<file path="config.mk">
export PLATFORM = sky130hd
export DESIGN_NAME = power_switch_protection_sequencer
export DESIGN_NICKNAME = d
export VERILOG_FILES = /design/src/shared/pwr_seq_pkg.sv /design/src/rtl/power_switch_protection_sequencer.sv /design/src/rtl/sync_flags.sv /design/src/rtl/tick_gen.sv
export SDC_FILE = /design/constraint.sdc
export NUM_CORES = 1
export LEC_CHECK = 0
export ABC_AREA = 1
export BUFFER_PORTS_ARGS = -buffer_cell sky130_fd_sc_hd__buf_2
export CORE_ASPECT_RATIO = 1.75
export CORE_UTILIZATION = 30
export DETAILED_ROUTE_END_ITERATION = 7
export HOLD_SLACK_MARGIN = 0.02
export RECOVER_POWER = 100
export SETUP_SLACK_MARGIN = 0.05
export SYNTH_ARGS = -nofsm -noshare
export SYNTH_HDL_FRONTEND = slang
export SYNTH_HIERARCHICAL = 1
export SYNTH_SLANG_ARGS = --single-unit
</file>
<file path="constraint.sdc">
create_clock -name sys_clk_i -period 1.65 [get_ports sys_clk_i]
set_clock_uncertainty 0.05 [all_clocks]
set_input_delay 0.0825 -clock sys_clk_i [delete_from_list [all_inputs] [get_ports sys_clk_i]]
set_output_delay 0.0825 -clock sys_clk_i [all_outputs]
set_load 0.005 [all_outputs]
</file>
<file path="src/shared/pwr_seq_pkg.sv">
// Shared constants and carrier types for the power switch protection sequencer
package pwr_seq_pkg;

  // ----------------------------------------------------------------------------
  // Clock and time base
  // ----------------------------------------------------------------------------
  localparam int unsigned CLK_HZ         = 20_000_000;  // System clock rate
  localparam int unsigned TICK_US        = 1000;        // Time base period in microseconds
  localparam int unsigned TICK_CYCLES    = CLK_HZ / 1_000_000 * TICK_US;  // Cycles per tick

  // ----------------------------------------------------------------------------
  // Delays, in milliseconds and in ticks of the time base
  // ----------------------------------------------------------------------------
  localparam int unsigned SAG_QUAL_MS    = 32;   // Sag must persist this long
  localparam int unsigned SAG_RETRY_MS   = 128;  // Off time before automatic retry
  localparam int unsigned BLANK_MS       = 32;   // Fault blanking, no surge window
  localparam int unsigned SURGE_MS       = 128;  // Surge window and its fault hold
  localparam int unsigned SAG_QUAL_TICKS  = SAG_QUAL_MS * 1000 / TICK_US;
  localparam int unsigned SAG_RETRY_TICKS = SAG_RETRY_MS * 1000 / TICK_US;
  localparam int unsigned BLANK_TICKS     = BLANK_MS * 1000 / TICK_US;
  localparam int unsigned SURGE_TICKS     = SURGE_MS * 1000 / TICK_US;

  // ----------------------------------------------------------------------------
  // Soft start ramp
  // ----------------------------------------------------------------------------
  localparam int unsigned RAMP_W         = 8;            // Gate drive ramp width
  localparam logic [7:0]  RAMP_FULL      = 8'hff;        // Fully on gate level
  localparam logic [7:0]  RAMP_RESET     = 8'h00;        // Gate level after reset

  // ----------------------------------------------------------------------------
  // Carriers
  // ----------------------------------------------------------------------------
  // Condition flags from the analog front end, after synchronising
  typedef struct packed {
    logic lockout;    // Supply below lockout level
    logic sag;        // Supply below sag reference
    logic overcur;    // Switch is current limiting
    logic overtemp;   // Die hot (set at hot trip, clear at cool point)
  } cond_flags_t;

  // Switch drive bundle
  typedef struct packed {
    logic       switch_on;   // Main switch commanded on
    logic       surge_limit; // Higher secondary current limit selected
    logic [7:0] gate_level;  // Soft start gate drive level
  } switch_drive_t;

  typedef enum logic [4:0] {
    ST_OFF    = 5'b00001,
    ST_RAMP   = 5'b00010,
    ST_ON     = 5'b00100,
    ST_SAGOFF = 5'b01000,
    ST_HOTOFF = 5'b10000
  } sw_state_t;

endpackage : pwr_seq_pkg
</file>
<file path="src/rtl/power_switch_protection_sequencer.sv">
// Sequencer for a current limited high-side load switch
`timescale 1ns/1ps
//
// Contract
// - Switch stays off until supply lockout clears.
// - During lockout enable is ignored and fault is not driven.
// - Sag monitor only acts while the switch is enabled.
// - Sag held 32 ms continuously turns the switch off.
// - After a sag shutdown the switch retries after 128 ms.
// - Sag off and retry repeat while sag persists.
// - Asserted enable turns the main switch on.
// - Enable polarity is a build-time parameter.
// - Fault output is active low for current limit or thermal shutdown.
// - Without surge window fault asserts after 32 ms of fault.
// - Without surge window fault holds 32 ms after clearing.
// - Surge variant asserts fault only if over limit after 128 ms window.
// - Surge variant holds fault 128 ms after clearing.
// - Surge window selects the higher limit, then the normal one.
// - Fault pin is open drain and only pulls low.
// - Every turn-on ramps the gate up gradually.
// - Over temperature turns the switch off and asserts fault.
// - Switch resumes automatically when over temperature clears.
// - Thermal cycling repeats without limit.
module power_switch_protection_sequencer #(
  parameter bit          EN_ACTIVE_HIGH = 1'b1,  // Enable polarity
  parameter bit          SURGE_VARIANT  = 1'b0,  // Surge window variant
  parameter int unsigned TICK_DIV       = pwr_seq_pkg::TICK_CYCLES,
  parameter int unsigned RAMP_STEP_DIV  = 16     // Cycles per soft start step
) (
  input  wire logic                        sys_clk_i,     // 20 MHz clock
  input  wire logic                        rst_n_i,       // Async reset, active low
  input  wire logic                        enable_i,      // Host enable pin level
  input  wire logic                        lockout_i,     // Supply lockout flag
  input  wire logic                        sag_i,         // Input sag flag
  input  wire logic                        overcur_i,     // Current limiting flag
  input  wire logic                        overtemp_i,    // Over temperature flag
  output pwr_seq_pkg::switch_drive_t       drive_o,       // Switch drive bundle
  output logic                             fault_n_o,     // Fault pin output value
  output logic                             fault_oe_o     // Fault pin pull-down enable
);

  // ----------------------------------------------------------------------------
  // Synchronise flags and build the time base
  // ----------------------------------------------------------------------------
  localparam int unsigned NF = 5;
  localparam int unsigned TW = 8;
  localparam logic [TW-1:0] SAG_QUAL  = TW'(pwr_seq_pkg::SAG_QUAL_TICKS);
  localparam logic [TW-1:0] SAG_RETRY = TW'(pwr_seq_pkg::SAG_RETRY_TICKS);
  localparam logic [TW-1:0] BLANK_T   =
    SURGE_VARIANT ? TW'(pwr_seq_pkg::SURGE_TICKS) : TW'(pwr_seq_pkg::BLANK_TICKS);
  localparam logic [TW-1:0] SURGE_T   = TW'(pwr_seq_pkg::SURGE_TICKS);
  localparam int unsigned RSW = (RAMP_STEP_DIV > 1) ? $clog2(RAMP_STEP_DIV) : 1;

  logic [NF-1:0]            raw;
  logic [NF-1:0]            syn;
  pwr_seq_pkg::cond_flags_t flags;
  logic                     en_sync;
  logic                     tick;

  assign raw = {enable_i, lockout_i, sag_i, overcur_i, overtemp_i};

  sync_flags #(
    .WIDTH (NF)
  ) u_sync (
    .sys_clk_i (sys_clk_i),
    .rst_n_i   (rst_n_i),
    .async_i   (raw),
    .sync_o    (syn)
  );

  // Pins and flags all pass two flops before any logic reads them
  assign en_sync = syn[4];
  assign flags   = pwr_seq_pkg::cond_flags_t'(syn[3:0]);

  tick_gen #(
    .DIV (TICK_DIV)
  ) u_tick (
    .sys_clk_i (sys_clk_i),
    .rst_n_i   (rst_n_i),
    .tick_o    (tick)
  );

  // ----------------------------------------------------------------------------
  // Enable decode
  // ----------------------------------------------------------------------------
  logic       en_req;
  logic [1:0] sync_fill;

  // The flag flops read zero straight after reset, which an active-low enable
  // would take as a request; hold the switch off until real samples arrive
  always_ff @(posedge sys_clk_i or negedge rst_n_i) begin
    if (!rst_n_i) begin
      sync_fill <= 2'h0;
    end else begin
      sync_fill <= {sync_fill[0], 1'b1};
    end
  end

  // Polarity fixed at build time; host drives the matching level
  assign en_req = sync_fill[1] && (EN_ACTIVE_HIGH ? en_sync : ~en_sync);

  // ----------------------------------------------------------------------------
  // Switch state machine
  // ----------------------------------------------------------------------------
  pwr_seq_pkg::sw_state_t state;
  pwr_seq_pkg::sw_state_t next_state;
  logic [TW-1:0]          sag_cnt;
  logic [TW-1:0]          retry_cnt;
  localparam int unsigned RAMP_W_L = pwr_seq_pkg::RAMP_W;
  logic [RAMP_W_L-1:0]    gate;
  logic                   sag_trip;
  logic                   retry_done;
  logic                   ramp_done;

  assign sag_trip   = (sag_cnt >= SAG_QUAL);
  assign retry_done = tick && (retry_cnt >= SAG_RETRY - 1'b1);
  assign ramp_done  = (gate == pwr_seq_pkg::RAMP_FULL);

  // Lockout and a dropped enable override everything else; over temperature comes next
  always_comb begin
    next_state = state;
    if (flags.lockout || !en_req) begin
      next_state = pwr_seq_pkg::ST_OFF;
    end else if (flags.overtemp) begin
      next_state = pwr_seq_pkg::ST_HOTOFF;
    end else begin
      unique case (state)
        pwr_seq_pkg::ST_OFF: begin
          next_state = pwr_seq_pkg::ST_RAMP;
        end
        pwr_seq_pkg::ST_RAMP: begin
          if (sag_trip) begin
            next_state = pwr_seq_pkg::ST_SAGOFF;
          end else if (ramp_done) begin
            next_state = pwr_seq_pkg::ST_ON;
          end
        end
        pwr_seq_pkg::ST_ON: begin
          if (sag_trip) begin
            next_state = pwr_seq_pkg::ST_SAGOFF;
          end
        end
        pwr_seq_pkg::ST_SAGOFF: begin
          if (retry_done) begin
            next_state = pwr_seq_pkg::ST_RAMP;
          end
        end
        pwr_seq_pkg::ST_HOTOFF: begin
          // Cooled below the restart point: resume, cycling as often as needed
          next_state = pwr_seq_pkg::ST_RAMP;
        end
        default: begin
          next_state = pwr_seq_pkg::ST_OFF;
        end
      endcase
    end
  end

  // State register
  always_ff @(posedge sys_clk_i or negedge rst_n_i) begin
    if (!rst_n_i) begin
      state <= pwr_seq_pkg::ST_OFF;
    end else begin
      state <= next_state;
    end
  end

  // ----------------------------------------------------------------------------
  // Sag qualification and retry timers
  // ----------------------------------------------------------------------------
  logic sw_enabled;

  assign sw_enabled = (state == pwr_seq_pkg::ST_RAMP) || (state == pwr_seq_pkg::ST_ON);

  // Sag is only counted while the switch is on; any gap restarts the count
  always_ff @(posedge sys_clk_i or negedge rst_n_i) begin
    if (!rst_n_i) begin
      sag_cnt <= '0;
    end else if (!sw_enabled || !flags.sag) begin
      sag_cnt <= '0;
    end else if (tick && !sag_trip) begin
      sag_cnt <= sag_cnt + 1'b1;
    end
  end

  // Off time after a sag trip
  always_ff @(posedge sys_clk_i or negedge rst_n_i) begin
    if (!rst_n_i) begin
      retry_cnt <= '0;
    end else if (state != pwr_seq_pkg::ST_SAGOFF) begin
      retry_cnt <= '0;
    end else if (tick) begin
      retry_cnt <= retry_cnt + 1'b1;
    end
  end

  // ----------------------------------------------------------------------------
  // Soft start gate ramp
  // ----------------------------------------------------------------------------
  logic [RSW-1:0] step_cnt;

  // Gate drops at once on turn-off and climbs in steps on each turn-on
  always_ff @(posedge sys_clk_i or negedge rst_n_i) begin
    if (!rst_n_i) begin
      gate     <= pwr_seq_pkg::RAMP_RESET;
      step_cnt <= '0;
    end else if (!sw_enabled) begin
      gate     <= pwr_seq_pkg::RAMP_RESET;
      step_cnt <= '0;
    end else if (!ramp_done) begin
      // Wrap explicitly so a step count that is not a power of two still holds
      if (step_cnt == RSW'(RAMP_STEP_DIV - 1)) begin
        step_cnt <= '0;
        gate     <= gate + 1'b1;
      end else begin
        step_cnt <= step_cnt + 1'b1;
      end
    end
  end

  // ----------------------------------------------------------------------------
  // Surge window after turn-on
  // ----------------------------------------------------------------------------
  logic [TW-1:0] surge_cnt;
  logic          surge_active;

  // Window starts at each turn-on; the higher limit only exists in that variant
  always_ff @(posedge sys_clk_i or negedge rst_n_i) begin
    if (!rst_n_i) begin
      surge_cnt <= '0;
    end else if (!sw_enabled) begin
      surge_cnt <= '0;
    end else if (tick && surge_cnt < SURGE_T) begin
      surge_cnt <= surge_cnt + 1'b1;
    end
  end

  assign surge_active = SURGE_VARIANT && sw_enabled && (surge_cnt < SURGE_T);

  // ----------------------------------------------------------------------------
  // Fault blanking and hold
  // ----------------------------------------------------------------------------
  logic          fault_cond;
  logic [TW-1:0] blank_cnt;
  logic [TW-1:0] hold_cnt;
  logic          fault_flag;

  // Thermal shutdown reports as a fault as well as current limiting
  assign fault_cond = flags.overtemp || (flags.overcur && sw_enabled);

  // Blanking: the condition must persist the full delay; a gap clears it
  always_ff @(posedge sys_clk_i or negedge rst_n_i) begin
    if (!rst_n_i) begin
      blank_cnt <= '0;
    end else if (!fault_cond || flags.lockout) begin
      blank_cnt <= '0;
    end else if (tick && blank_cnt < BLANK_T) begin
      blank_cnt <= blank_cnt + 1'b1;
    end
  end

  // Fault stays raised for the hold delay after the condition clears
  always_ff @(posedge sys_clk_i or negedge rst_n_i) begin
    if (!rst_n_i) begin
      fault_flag <= 1'b0;
      hold_cnt   <= '0;
    end else if (flags.lockout) begin
      fault_flag <= 1'b0;
      hold_cnt   <= '0;
    end else if (fault_cond && blank_cnt >= BLANK_T) begin
      fault_flag <= 1'b1;
      hold_cnt   <= '0;
    end else if (fault_cond) begin
      hold_cnt   <= '0;  // A returning condition restarts the hold
    end else if (fault_flag && tick) begin
      if (hold_cnt >= BLANK_T - 1'b1) begin
        fault_flag <= 1'b0;
        hold_cnt   <= '0;
      end else begin
        hold_cnt <= hold_cnt + 1'b1;
      end
    end
  end

  // ----------------------------------------------------------------------------
  // Outputs
  // ----------------------------------------------------------------------------
  // Pin only ever pulls low; the pull-up lives off chip
  assign fault_n_o  = 1'b0;
  assign fault_oe_o = fault_flag;

  // Drive bundle; surge limit falls back to normal when the window ends
  always_comb begin
    drive_o             = '0;
    drive_o.switch_on   = sw_enabled;
    drive_o.surge_limit = surge_active;
    drive_o.gate_level  = gate;
  end

endmodule : power_switch_protection_sequencer

</file>
<file path="src/rtl/sync_flags.sv">
// Two-stage synchroniser for a group of asynchronous condition flags
`timescale 1ns/1ps
module sync_flags #(
  parameter int unsigned WIDTH = 4
) (
  input  wire logic             sys_clk_i,  // System clock
  input  wire logic             rst_n_i,    // Async reset, active low
  input  wire logic [WIDTH-1:0] async_i,    // Raw flags from outside the domain
  output logic      [WIDTH-1:0] sync_o      // Flags safe to use in the domain
);

  logic [WIDTH-1:0] meta;

  // ----------------------------------------------------------------------------
  // Two flops; only the second stage is read downstream
  // ----------------------------------------------------------------------------
  always_ff @(posedge sys_clk_i or negedge rst_n_i) begin
    if (!rst_n_i) begin
      meta   <= '0;
      sync_o <= '0;
    end else begin
      meta   <= async_i;
      sync_o <= meta;
    end
  end

endmodule : sync_flags

</file>
<file path="src/rtl/tick_gen.sv">
// Free-running divider that makes a one-cycle time base tick
`timescale 1ns/1ps
module tick_gen #(
  parameter int unsigned DIV = 20000
) (
  input  wire logic sys_clk_i,  // System clock
  input  wire logic rst_n_i,    // Async reset, active low
  output logic      tick_o      // One-cycle pulse every DIV cycles
);

  localparam int unsigned CW = $clog2(DIV);
  localparam logic [CW-1:0] LAST = CW'(DIV - 1);

  logic [CW-1:0] cnt;

  // ----------------------------------------------------------------------------
  // Counter runs regardless of switch state so delays never drift
  // ----------------------------------------------------------------------------
  always_ff @(posedge sys_clk_i or negedge rst_n_i) begin
    if (!rst_n_i) begin
      cnt    <= '0;
      tick_o <= 1'b0;
    end else begin
      tick_o <= (cnt == LAST);
      cnt    <= (cnt == LAST) ? '0 : cnt + 1'b1;
    end
  end

endmodule : tick_gen

</file>
==> run_results.csv, run 1 <==
group,metric,value,unit
setup_path,crit_start,"state[0]",
global_route,antenna_found_initial,0,
final_layout,finalNetCount,546,
setup_path,rrSetupSlack,0.11,ns
synthesis,ys.flop_type,"dfrtp_1",
drt,wl_per_cell,11.2,microns
drt,avgViaCountPerCell,4.49,
power,p_int,3.53,mW
synthesis,synth_cells,486,
power,p_leak,2.34,nW
synthesis,syn_avg_cell_area,8.19,sq um
floorplan,die_y,154,microns
synthesis,ys_warn_count,6,
setup_path,crit_arrival,1.41,ns
setup_path,path_max_fanout,9,
power,combPwrFrac,2.7,%
global_route,globalRouteMet1Util,14.2,%
placement,pre_cts_ws,0.0186,ns
sta,slew_viol_final,0,
setup_path,path_class,"reg2out",
setup_path,critPathCaptureType,"output port",
status,run_status,"finished clean",
min_path,hold_depth,0,
final_layout,layout.cells.non_filler,706,
clock_network,htreeDepth,3,
global_route,use_met3,2.61,%
clock_network,clk-insertion-delay-late,0.34,ns
final_layout,drive_above_1_share,15.3,%
sta,worstMarginPinSlew,0.922,ns
clock_network,cts_made_buffers,9,
floorplan,initial_utilization,30.8,%
synthesis,synth_edf_count,0,
synthesis,synth_xor_xnor_area_share,3.96,%
job,cap_viol_max_count,0,
min_path,hold_end,"sync_fill[1]",
sta,setup_ws,0.110,ns
global_route,grt_pass1_vias,3262,
synthesis,synth_top_family_by_area,"simple AND/OR/NAND/NOR gates",
floorplan,num_rows,55,
floorplan,core-area,12900,sq um
synthesis,ys_seq_area_share,49.1,%
synthesis,synth.area.mux_share,0,%
drt,ant_nets,0,
drt,vias,3172,
placement,gp_congestion,0.874,
power,seq_power_share,44.2,%
setup_path,crit_required,1.52,ns
final_layout,diodes,0,
drt,drt_wl_total,7890,microns
clock_network,root_buffer,"clkbuf_16",
sta,period_share,93.3,%
power,p_switching,856,uW
synthesis,synth-compound-area-share,5.69,%
global_route,track_usage,13.3,%
global_route,grt_pass1_wl,14200,microns
sta,period_needed,1.54,ns
floorplan,num_io_pins,19,
clock_network,cts_tree,"built",
power,clockPowerShare,53.1,%
power,p_per_area,904,nW/um^2
floorplan,die-area,13700,sq um
synthesis,synthAdderAreaFrac,2.83,%
floorplan,die_w,89.1,microns
sta,rsz0062_at_grt,"true",
synthesis,ys_types,35,
global_route,grt-busiest-layer,"met2",
global_route,grt.met2_usage,23.5,%
power,swShare,19.5,%
clock_network,numClockSinks,78,
drt,first_pass_iters,4,
clock_network,clockBufferDepth,2,
synthesis,yosys.area_share.simple,29.6,%
setup_path,cp-start-kind,"flip-flop",
setup_path,r2r-start,"gate[0]",
placement,dp.cells,682,
drt,drc,0,
power,total_power,4.39,mW
sta,hold_viol,0,
synthesis,syn_area,3980,sq um
sta,setup_viol,0,
setup_path,r2r_cells,8,
synthesis,async_flop_share,100,%
synthesis,ys_ff_latch,78,
setup_path,regToRegEndpoint,"gate[1]",
placement,dp_hpwl,5910,microns
power,ir_drop,0.514,mV
placement,port_buffers,16,
sta,relSlewSlack,38.5,%
global_route,grt_overflow,0,
min_path,min_from,"sync_fill[0]",
sta,max_freq,0.649,GHz
clock_network,clk_pin_slew,0.06,ns
final_layout,syn2layout_area_growth,22.0,%
drt,drtIter0Drc,140,
min_path,hold_path.class,"reg2reg",
global_route,grt_start_max_net_pins,33,
## area by class of cell
| class | instances | area (sq um) |
|---|---|---|
| well taps | 171 | 214 |
| inverters | 76 | 285 |
| clock inverters | 5 | 104 |
| multi-input cells | 325 | 1750 |
| fillers | 1372 | 8080 |
| flip-flops and latches | 78 | 1960 |
| clock buffers | 11 | 253 |
| repair buffers | 40 | 293 |
## worst max-delay path, cell delays in order, from the launching register on
cell and delay [ns]:
dfstp_2 0.59, nor2_4 0.06, nand3_4 0.09, nand2_4 0.07
buf_6 0.14, buf_2 0.12
## placed cells by master (no fill, tap or decap), types with 2 or more instances in the layout
cell type        n
a21oi_1         14
buf_12           2
buf_2           12
buf_4           11
buf_6            2
bufinv_16        3
clkbuf_1         6
clkbuf_16        9
clkbuf_8         2
conb_1           3
dfrtp_1         74
dfrtp_2          3
dlygate4sd3_1    6
ha_1             8
inv_1           73
inv_2            3
nand2_1        105
nand2_2          7
nand2_4          3
nand3_1         32
nand3_2          4
nand4_1         19
nor2_1          62
nor2_4           7
nor3_1           9
o21ai_0         12
o21ai_1          4
o21ai_2          2
o31ai_1          3
or2_2            2
xnor2_1          5
xor2_1          13
## metrics by stage
step | hold slack [ns] | instance area [sq um] | util (%) | TNS (ns)
6_report | 0.297 | 4860 | 37.5 | 0
5_1_grt | 0.302 | 4860 | 37.5 | -0.0117
4_1_cts | 0.209 | 4800 | 37.1 | 0
3_5_place_dp | 0.0271 | 4360 | 33.7 | 0
3_3_place_gp | 0.0264 | 4360 | 33.7 | 0
2_1_floorplan | -0.263 | 3980 | - | 0
## power by group through the flow
stage          combinational (mW)  clock (mW)  sequential (mW)
6_report                    0.117        2.33             1.94
5_1_grt                     0.136        2.47             1.94
4_1_cts                     0.117        2.39             1.94
3_5_place_dp                0.105           0             1.98
3_3_place_gp                0.104           0             1.97
2_1_floorplan              0.0386           0             1.97
## layer usage
metal  wire length (microns)  share of wire, %
met5                       0                 0
met4                     243               3.1
met3                     142               1.8
met2                    4390                56
met1                    3110                39
## timing repair
item / in CTS / in global routing
hold endpoints to repair: 37 / 0
setup buffers: 1 / 1
resized for setup: 5 / 21
endpoints found under the setup margin: 9 / 27
hold buffers: 6 / 0
pin swaps: 1 / 2
## state kept, by name (all words and copies together) (netlist names), 2 cells and up
name and count:
hold_cnt 8, sag_cnt 8, u_tick/cnt 15, gate 8, u_sync/sync_o 5, sync_fill 2, u_sync/meta 5, retry_cnt 8
blank_cnt 8, state 5, step_cnt 4
## worst max path at each step
stage	end
6_report	drive_o[9]
5_1_grt	blank_cnt[3]
4_1_cts	drive_o[9]
3_5_place_dp	hold_cnt[5]
3_3_place_gp	hold_cnt[7]
2_1_floorplan	gate[1]
## cell families after synthesis
logic type / count (synthesis)
AO/OA/AOI/OAI: 38
flip-flops: 78
XOR/XNOR: 18
other: 2
AND/OR/NAND/NOR: 257
adder cells (fa/ha/maj): 9
buffers and inverters: 84
## synth_stat cells (3+ instances only)
| cell type | number | area (sq um) |
|---|---|---|
| a21oi_1 | 14 | 70.1 |
| buf_4 | 4 | 30.0 |
| dfrtp_1 | 77 | 1930 |
| ha_1 | 9 | 113 |
| inv_1 | 71 | 267 |
| inv_2 | 5 | 18.8 |
| nand2_1 | 106 | 398 |
| nand2_2 | 7 | 43.8 |
| nand3_1 | 34 | 170 |
| nand3_2 | 3 | 30.0 |
| nand4_1 | 19 | 119 |
| nor2_1 | 64 | 240 |
| nor2_4 | 4 | 45.0 |
| nor3_1 | 10 | 50.1 |
| o21ai_0 | 11 | 55.1 |
| o21ai_1 | 4 | 20.0 |
| o21ai_2 | 3 | 26.3 |
| o31ai_1 | 3 | 22.5 |
| xnor2_1 | 5 | 43.8 |
| xor2_1 | 13 | 114 |
Power figures use the tool's default switching activity.
==> inputs of run 2 (changes only) <==
--- a/config.mk
+++ b/config.mk
@@ -9,6 +9,7 @@
 export BUFFER_PORTS_ARGS = -buffer_cell sky130_fd_sc_hd__buf_2
 export CORE_ASPECT_RATIO = 1.75
 export CORE_UTILIZATION = 30
+export CTS_BUF_LIST = sky130_fd_sc_hd__clkbuf_16
 export DETAILED_ROUTE_END_ITERATION = 7
 export HOLD_SLACK_MARGIN = 0.02
 export RECOVER_POWER = 100
==> run 2 against run 1 <==
Net effect:
- sequential power is essentially flat
- first-iteration DRC count is 17% higher
- wire length barely moved
- worst hold slack worse by 0.00058 ns
- worst setup slack worse by 0.00082 ns
- sequential cell count did not move
- combinational power about the same
==> run_results.csv, run 2 (synthesized netlist as in run 1, its figures left out) <==
group,metric,value,unit
drt,avgViaCountPerCell,4.50,
final_layout,diodes,0,
setup_path,path_max_fanout,9,
final_layout,largest_register,"u_tick/cnt",
setup_path,path_class,"reg2out",
floorplan,die_y,154,microns
setup_path,crit_arrival,1.41,ns
clock_network,clockBufferDepth,2,
final_layout,stdcell_area,4840,sq um
setup_path,critPathCaptureType,"output port",
sta,worstMarginPinSlew,0.922,ns
setup_path,cp_slowest_stage_delay,0.59,ns
clock_network,root_buffer,"clkbuf_16",
floorplan,die-area,13700,sq um
placement,dp_hpwl,5910,microns
clock_network,numClockSinks,78,
setup_path,crit_slowest_cell,"dfstp_2",
floorplan,initial_utilization,30.8,%
sta,relSlewSlack,38.5,%
sta,setup_tns,0,ns
drt,drt_wl_total,7890,microns
final_layout,mostFrequentLayoutCell,"nand2_1",
clock_network,htreeDepth,3,
final_layout,largest_reg_flops,15,
status,run_status,"finished clean",
sta,fin_hold_ws,0.297,ns
floorplan,core-area,12900,sq um
job,cap_viol_max_count,0,
drt,ant_nets,0,
setup_path,cp-start-kind,"flip-flop",
drt,vias,3178,
drt,wl_per_cell,11.2,microns
power,p_leak,2.33,nW
sta,max_freq,0.649,GHz
setup_path,rrSetupSlack,0.11,ns
sta,setup_viol,0,
drt,first_pass_iters,4,
final_layout,drive_above_1_share,15.0,%
sta,period_needed,1.54,ns
global_route,track_usage,13.2,%
clock_network,clk-insertion-delay-late,0.33,ns
global_route,grt_start_max_net_pins,33,
setup_path,worst-path-buf-inv,2,
sta,setup_ws,0.109,ns
sta,period_share,93.4,%
power,p_per_area,887,nW/um^2
final_layout,final_cell_mix,"nand2_1 (105), dfrtp_1 (74), inv_1 (73)",
power,ir_drop,0.512,mV
sta,slew_viol_final,0,
sta,hold_viol,0,
placement,placed_area,4360,sq um
floorplan,num_io_pins,19,
global_route,grt_pass1_wl,14200,microns
global_route,antenna_found_initial,0,
power,total_power,4.29,mW
sta,rsz0062_at_grt,"true",
drt,drtIter0Drc,164,
global_route,grt_pass1_vias,3264,
setup_path,crit_required,1.52,ns
clock_network,clk_pin_slew,0.06,ns
floorplan,die_w,89.1,microns
setup_path,path_delay_family,"flip-flops",
placement,pre_cts_ws,0.0186,ns
placement,gp_congestion,0.874,
clock_network,cts_tree,"built",
min_path,hold_path.class,"reg2reg",
floorplan,num_rows,55,
setup_path,path_cells,"nor2_4, nand3_4, nand2_4, buf_6, buf_2",
final_layout,syn2layout_area_growth,21.5,%
drt,drc,0,
clock_network,cts_made_buffers,9,
placement,port_buffers,16,
global_route,grt_overflow,0,
final_layout,finalNetCount,546,
run 2: timing repair:
| item | 4_1_cts | 5_1_grt |
|---|---|---|
| pin swaps | 1 | 2 |
| setup endpoints to repair | 9 | 27 |
| resized for setup | 5 | 21 |
| setup buffers | 1 | 1 |
| gates cloned | 0 | 0 |
| hold buffers | 6 | 0 |
| endpoints found under the hold margin | 35 | 0 |
run 2: final timing paths:
kind | from | end | cells past startpoint
setup reg to reg | gate[0] | gate[1] | 8
max in group asynchronous | rst_n_i | u_tick/tick_o | 3
setup / recovery | state[0] | drive_o[9] | 5
hold / removal | sync_fill[0] | sync_fill[1] | 0
hold reg to reg | sync_fill[0] | sync_fill[1] | 0
min in group asynchronous | rst_n_i | gate[2] | 2
run 2: worst register-to-register path, cell delays in order, from the launching register on:
cell	delay [ns]
dfrtp_1	0.39
ha_4	0.16
nand2_2	0.07
nor2_2	0.13
nand3_2	0.11
a21oi_4	0.25
buf_4	0.17
nand2_1	0.04
o21ai_0	0.08
run 2: cell type report:
cell class | count | area, sq um
clock buffer | 9 | 225
fill | 1377 | 8100
timing repair buffer | 40 | 293
inverter | 76 | 285
tap | 171 | 214
multi-input combinational | 325 | 1750
clock inverter | 7 | 111
sequential | 78 | 1960
run 2: metrics by stage:
stage / util (%) / cells
5_1_grt: 37.4 / 706
2_1_floorplan: - / 487
6_report: 37.4 / 706
3_5_place_dp: 33.7 / 682
3_3_place_gp: 33.7 / 682
4_1_cts: 37.0 / 705
run 2: per-layer routing:
metal	GRT usage, %	part of all wire, %	vias to the layer above	wire length (microns)
li1	-	-	1617	-
met1	14.2	39	1499	3100
met2	23.5	55	38	4360
met3	2.61	2.0	24	154
met4	7.56	3.4	0	270
met5	0	0	-	0
run 2: power by group:
| part | internal, mW | switching [mW] | total (mW) |
|---|---|---|---|
| sequential | 1.93 | 0.0105 | 1.94 |
| clock | 1.47 | 0.762 | 2.23 |
| combinational | 0.0389 | 0.0778 | 0.117 |
| total | 3.44 | 0.850 | 4.29 |
==> inputs of run 3 (changes only) <==
--- a/config.mk
+++ b/config.mk
@@ -8,7 +8,7 @@
 export ABC_AREA = 1
 export BUFFER_PORTS_ARGS = -buffer_cell sky130_fd_sc_hd__buf_2
 export CORE_ASPECT_RATIO = 1.75
-export CORE_UTILIZATION = 30
+export CORE_UTILIZATION = 40
 export CTS_BUF_LIST = sky130_fd_sc_hd__clkbuf_16
 export DETAILED_ROUTE_END_ITERATION = 7
 export HOLD_SLACK_MARGIN = 0.02
==> run 3 against run 2 <==
Net effect:
- wire length fell by 2.8%
- maximum frequency decreased by 2.4%
- sequential share of layout area increased by 0.60 points
- critical path type is now reg2reg
- critical endpoint is now sag_cnt[2]
- largest power group is now sequential cells
==> run_results.csv, run 3 (synthesized netlist as in run 1, its figures left out) <==
group,metric,value,unit
status,run_status,"finished clean",
floorplan,die_w,77.4,microns
sta,relSlewSlack,26.1,%
clock_network,cts_made_buffers,9,
sta,setup_tns,0,ns
placement,port_buffers,16,
placement,gp_congestion,0.812,
clock_network,cts_tree,"built",
setup_path,cp_slowest_stage_delay,0.43,ns
drt,ant_nets,0,
setup_path,worst-path-buf-inv,2,
setup_path,path_delay_family,"simple AND/OR/NAND/NOR gates",
setup_path,crit_start,"state[3]",
final_layout,seqCellArea,1950,sq um
power,ir_drop,0.617,mV
global_route,grt_pass1_wl,13000,microns
floorplan,num_rows,47,
floorplan,die_y,134,microns
setup_path,crit_slowest_cell,"dfrtp_1",
global_route,use_met3,3.20,%
power,total_power,3.73,mW
global_route,track_usage,15.8,%
power,p_leak,2.35,nW
final_layout,diodes,0,
floorplan,die-area,10400,sq um
clock_network,clk-insertion-delay-late,0.33,ns
clock_network,root_buffer,"clkbuf_16",
final_layout,largest_reg_flops,15,
setup_path,critPathCaptureType,"flip-flop",
sta,setup_viol,0,
global_route,grt_pass1_vias,3080,
clock_network,clockBufferDepth,2,
sta,rsz0062_at_grt,"true",
sta,period_share,95.6,%
drt,first_pass_iters,4,
setup_path,path_class,"reg2reg",
drt,drc,0,
final_layout,largest_register,"u_tick/cnt",
sta,worstMarginPinSlew,1.11,ns
placement,pre_cts_ws,0.00761,ns
sta,setup_ws,0.0719,ns
setup_path,path_max_fanout,5,
floorplan,core-area,9590,sq um
setup_path,path_cells,"nor2_4, nand3_4, nand2_4, buf_6, nand2_8, nor2_4, buf_6, nand2_2, o31ai_1",
drt,wl_per_cell,11.5,microns
floorplan,num_io_pins,19,
drt,drtIter0Drc,109,
global_route,grt_overflow,0,
floorplan,initial_utilization,41.5,%
clock_network,clk_pin_slew,0.06,ns
sta,fin_hold_ws,0.298,ns
job,cap_viol_max_count,0,
setup_path,crit_required,1.83,ns
global_route,grt_start_max_net_pins,45,
final_layout,final_cell_mix,"nand2_1 (103), inv_1 (77), dfrtp_1 (77)",
placement,dp_hpwl,5400,microns
clock_network,htreeDepth,3,
final_layout,multi_input_area,1760,sq um
drt,vias,3190,
final_layout,mostFrequentLayoutCell,"nand2_1",
global_route,globalRouteMet1Util,17.3,%
min_path,hold_path.class,"reg2reg",
sta,max_freq,0.634,GHz
global_route,grt.met2_usage,28.4,%
sta,hold_viol,0,
power,p_per_area,784,nW/um^2
min_path,min_from,"u_sync/meta[0]",
setup_path,crit_arrival,1.76,ns
drt,avgViaCountPerCell,4.79,
final_layout,num-fill-cells,912,
global_route,antenna_found_initial,0,
sta,period_needed,1.58,ns
global_route,grt-busiest-layer,"met2",
setup_path,cp-start-kind,"flip-flop",
final_layout,final_core_util,49.6,%
final_layout,drive_above_1_share,15.6,%
final_layout,syn2layout_area_growth,19.5,%
setup_path,r2r-start,"state[3]",
clock_network,numClockSinks,78,
final_layout,finalNetCount,555,
sta,slew_viol_final,0,
drt,drt_wl_total,7670,microns
## run 3: changes by cell type in the layout (fill, tap and decap cells not counted), moves of 3 or more
| cell | previous run | this run |
|---|---|---|
| buf_4 | 11 | 15 |
| buf_6 | 2 | 7 |
| bufinv_16 | 3 | 0 |
| dfrtp_1 | 74 | 77 |
| dfrtp_2 | 3 | 0 |
| inv_1 | 73 | 77 |
## run 3: worst reg2reg max path: cells and delay by family, from the launching register on
family	cells	cell delay (ns)
compound gates	1	0.07
flops	1	0.43
simple gates	6	0.68
buf+inv	2	0.24
## run 3: cell type report
type	instances	share of cell area [%]
flip-flops and latches	78	41.1
multi-input cells	326	37.1
repair buffers	48	7.31
inverters	76	6.05
clock buffers	9	4.73
well taps	122	3.21
clock inverters	7	0.579
## run 3: path summary, 6_finish.rpt
kind	endpoint	slack [ns]	depth (start not counted)
max	sag_cnt[2]	0.07	9
min	u_sync/sync_o[0]	0.30	0
max reg2reg	sag_cnt[2]	0.07	9
min reg2reg	u_sync/sync_o[0]	0.30	0
max in group asynchronous	u_tick/cnt[1]	0.27	3
min in group asynchronous	u_tick/cnt[13]	0.44	2
## run 3: power by group
part	internal, mW	switching [mW]	leakage, nW
Clock	0.981	0.697	0.143
Combinational	0.0343	0.0765	1.16
Sequential	1.93	0.00962	1.04
## run 3: what timing repair did
action / CTS / global route
endpoints found under the hold margin: 46 / 0
setup endpoints to repair: 17 / 29
hold buffers: 6 / 0
setup buffers: 1 / 8
gates cloned: 0 / 1
gates resized for setup: 5 / 29
pin swaps: 2 / 13
## run 3: routing by layer
layer	routed length, microns	vias up
met4	138	0
li1	-	1637
met2	4140	42
met3	175	7
met1	3220	1504
met5	0	-
## run 3: through the flow
stage | instance area [sq um] | std cells
2_1_floorplan | 3980 | 487
3_3_place_gp | 4300 | 634
3_5_place_dp | 4300 | 634
4_1_cts | 4630 | 657
5_1_grt | 4760 | 666
6_report | 4760 | 666
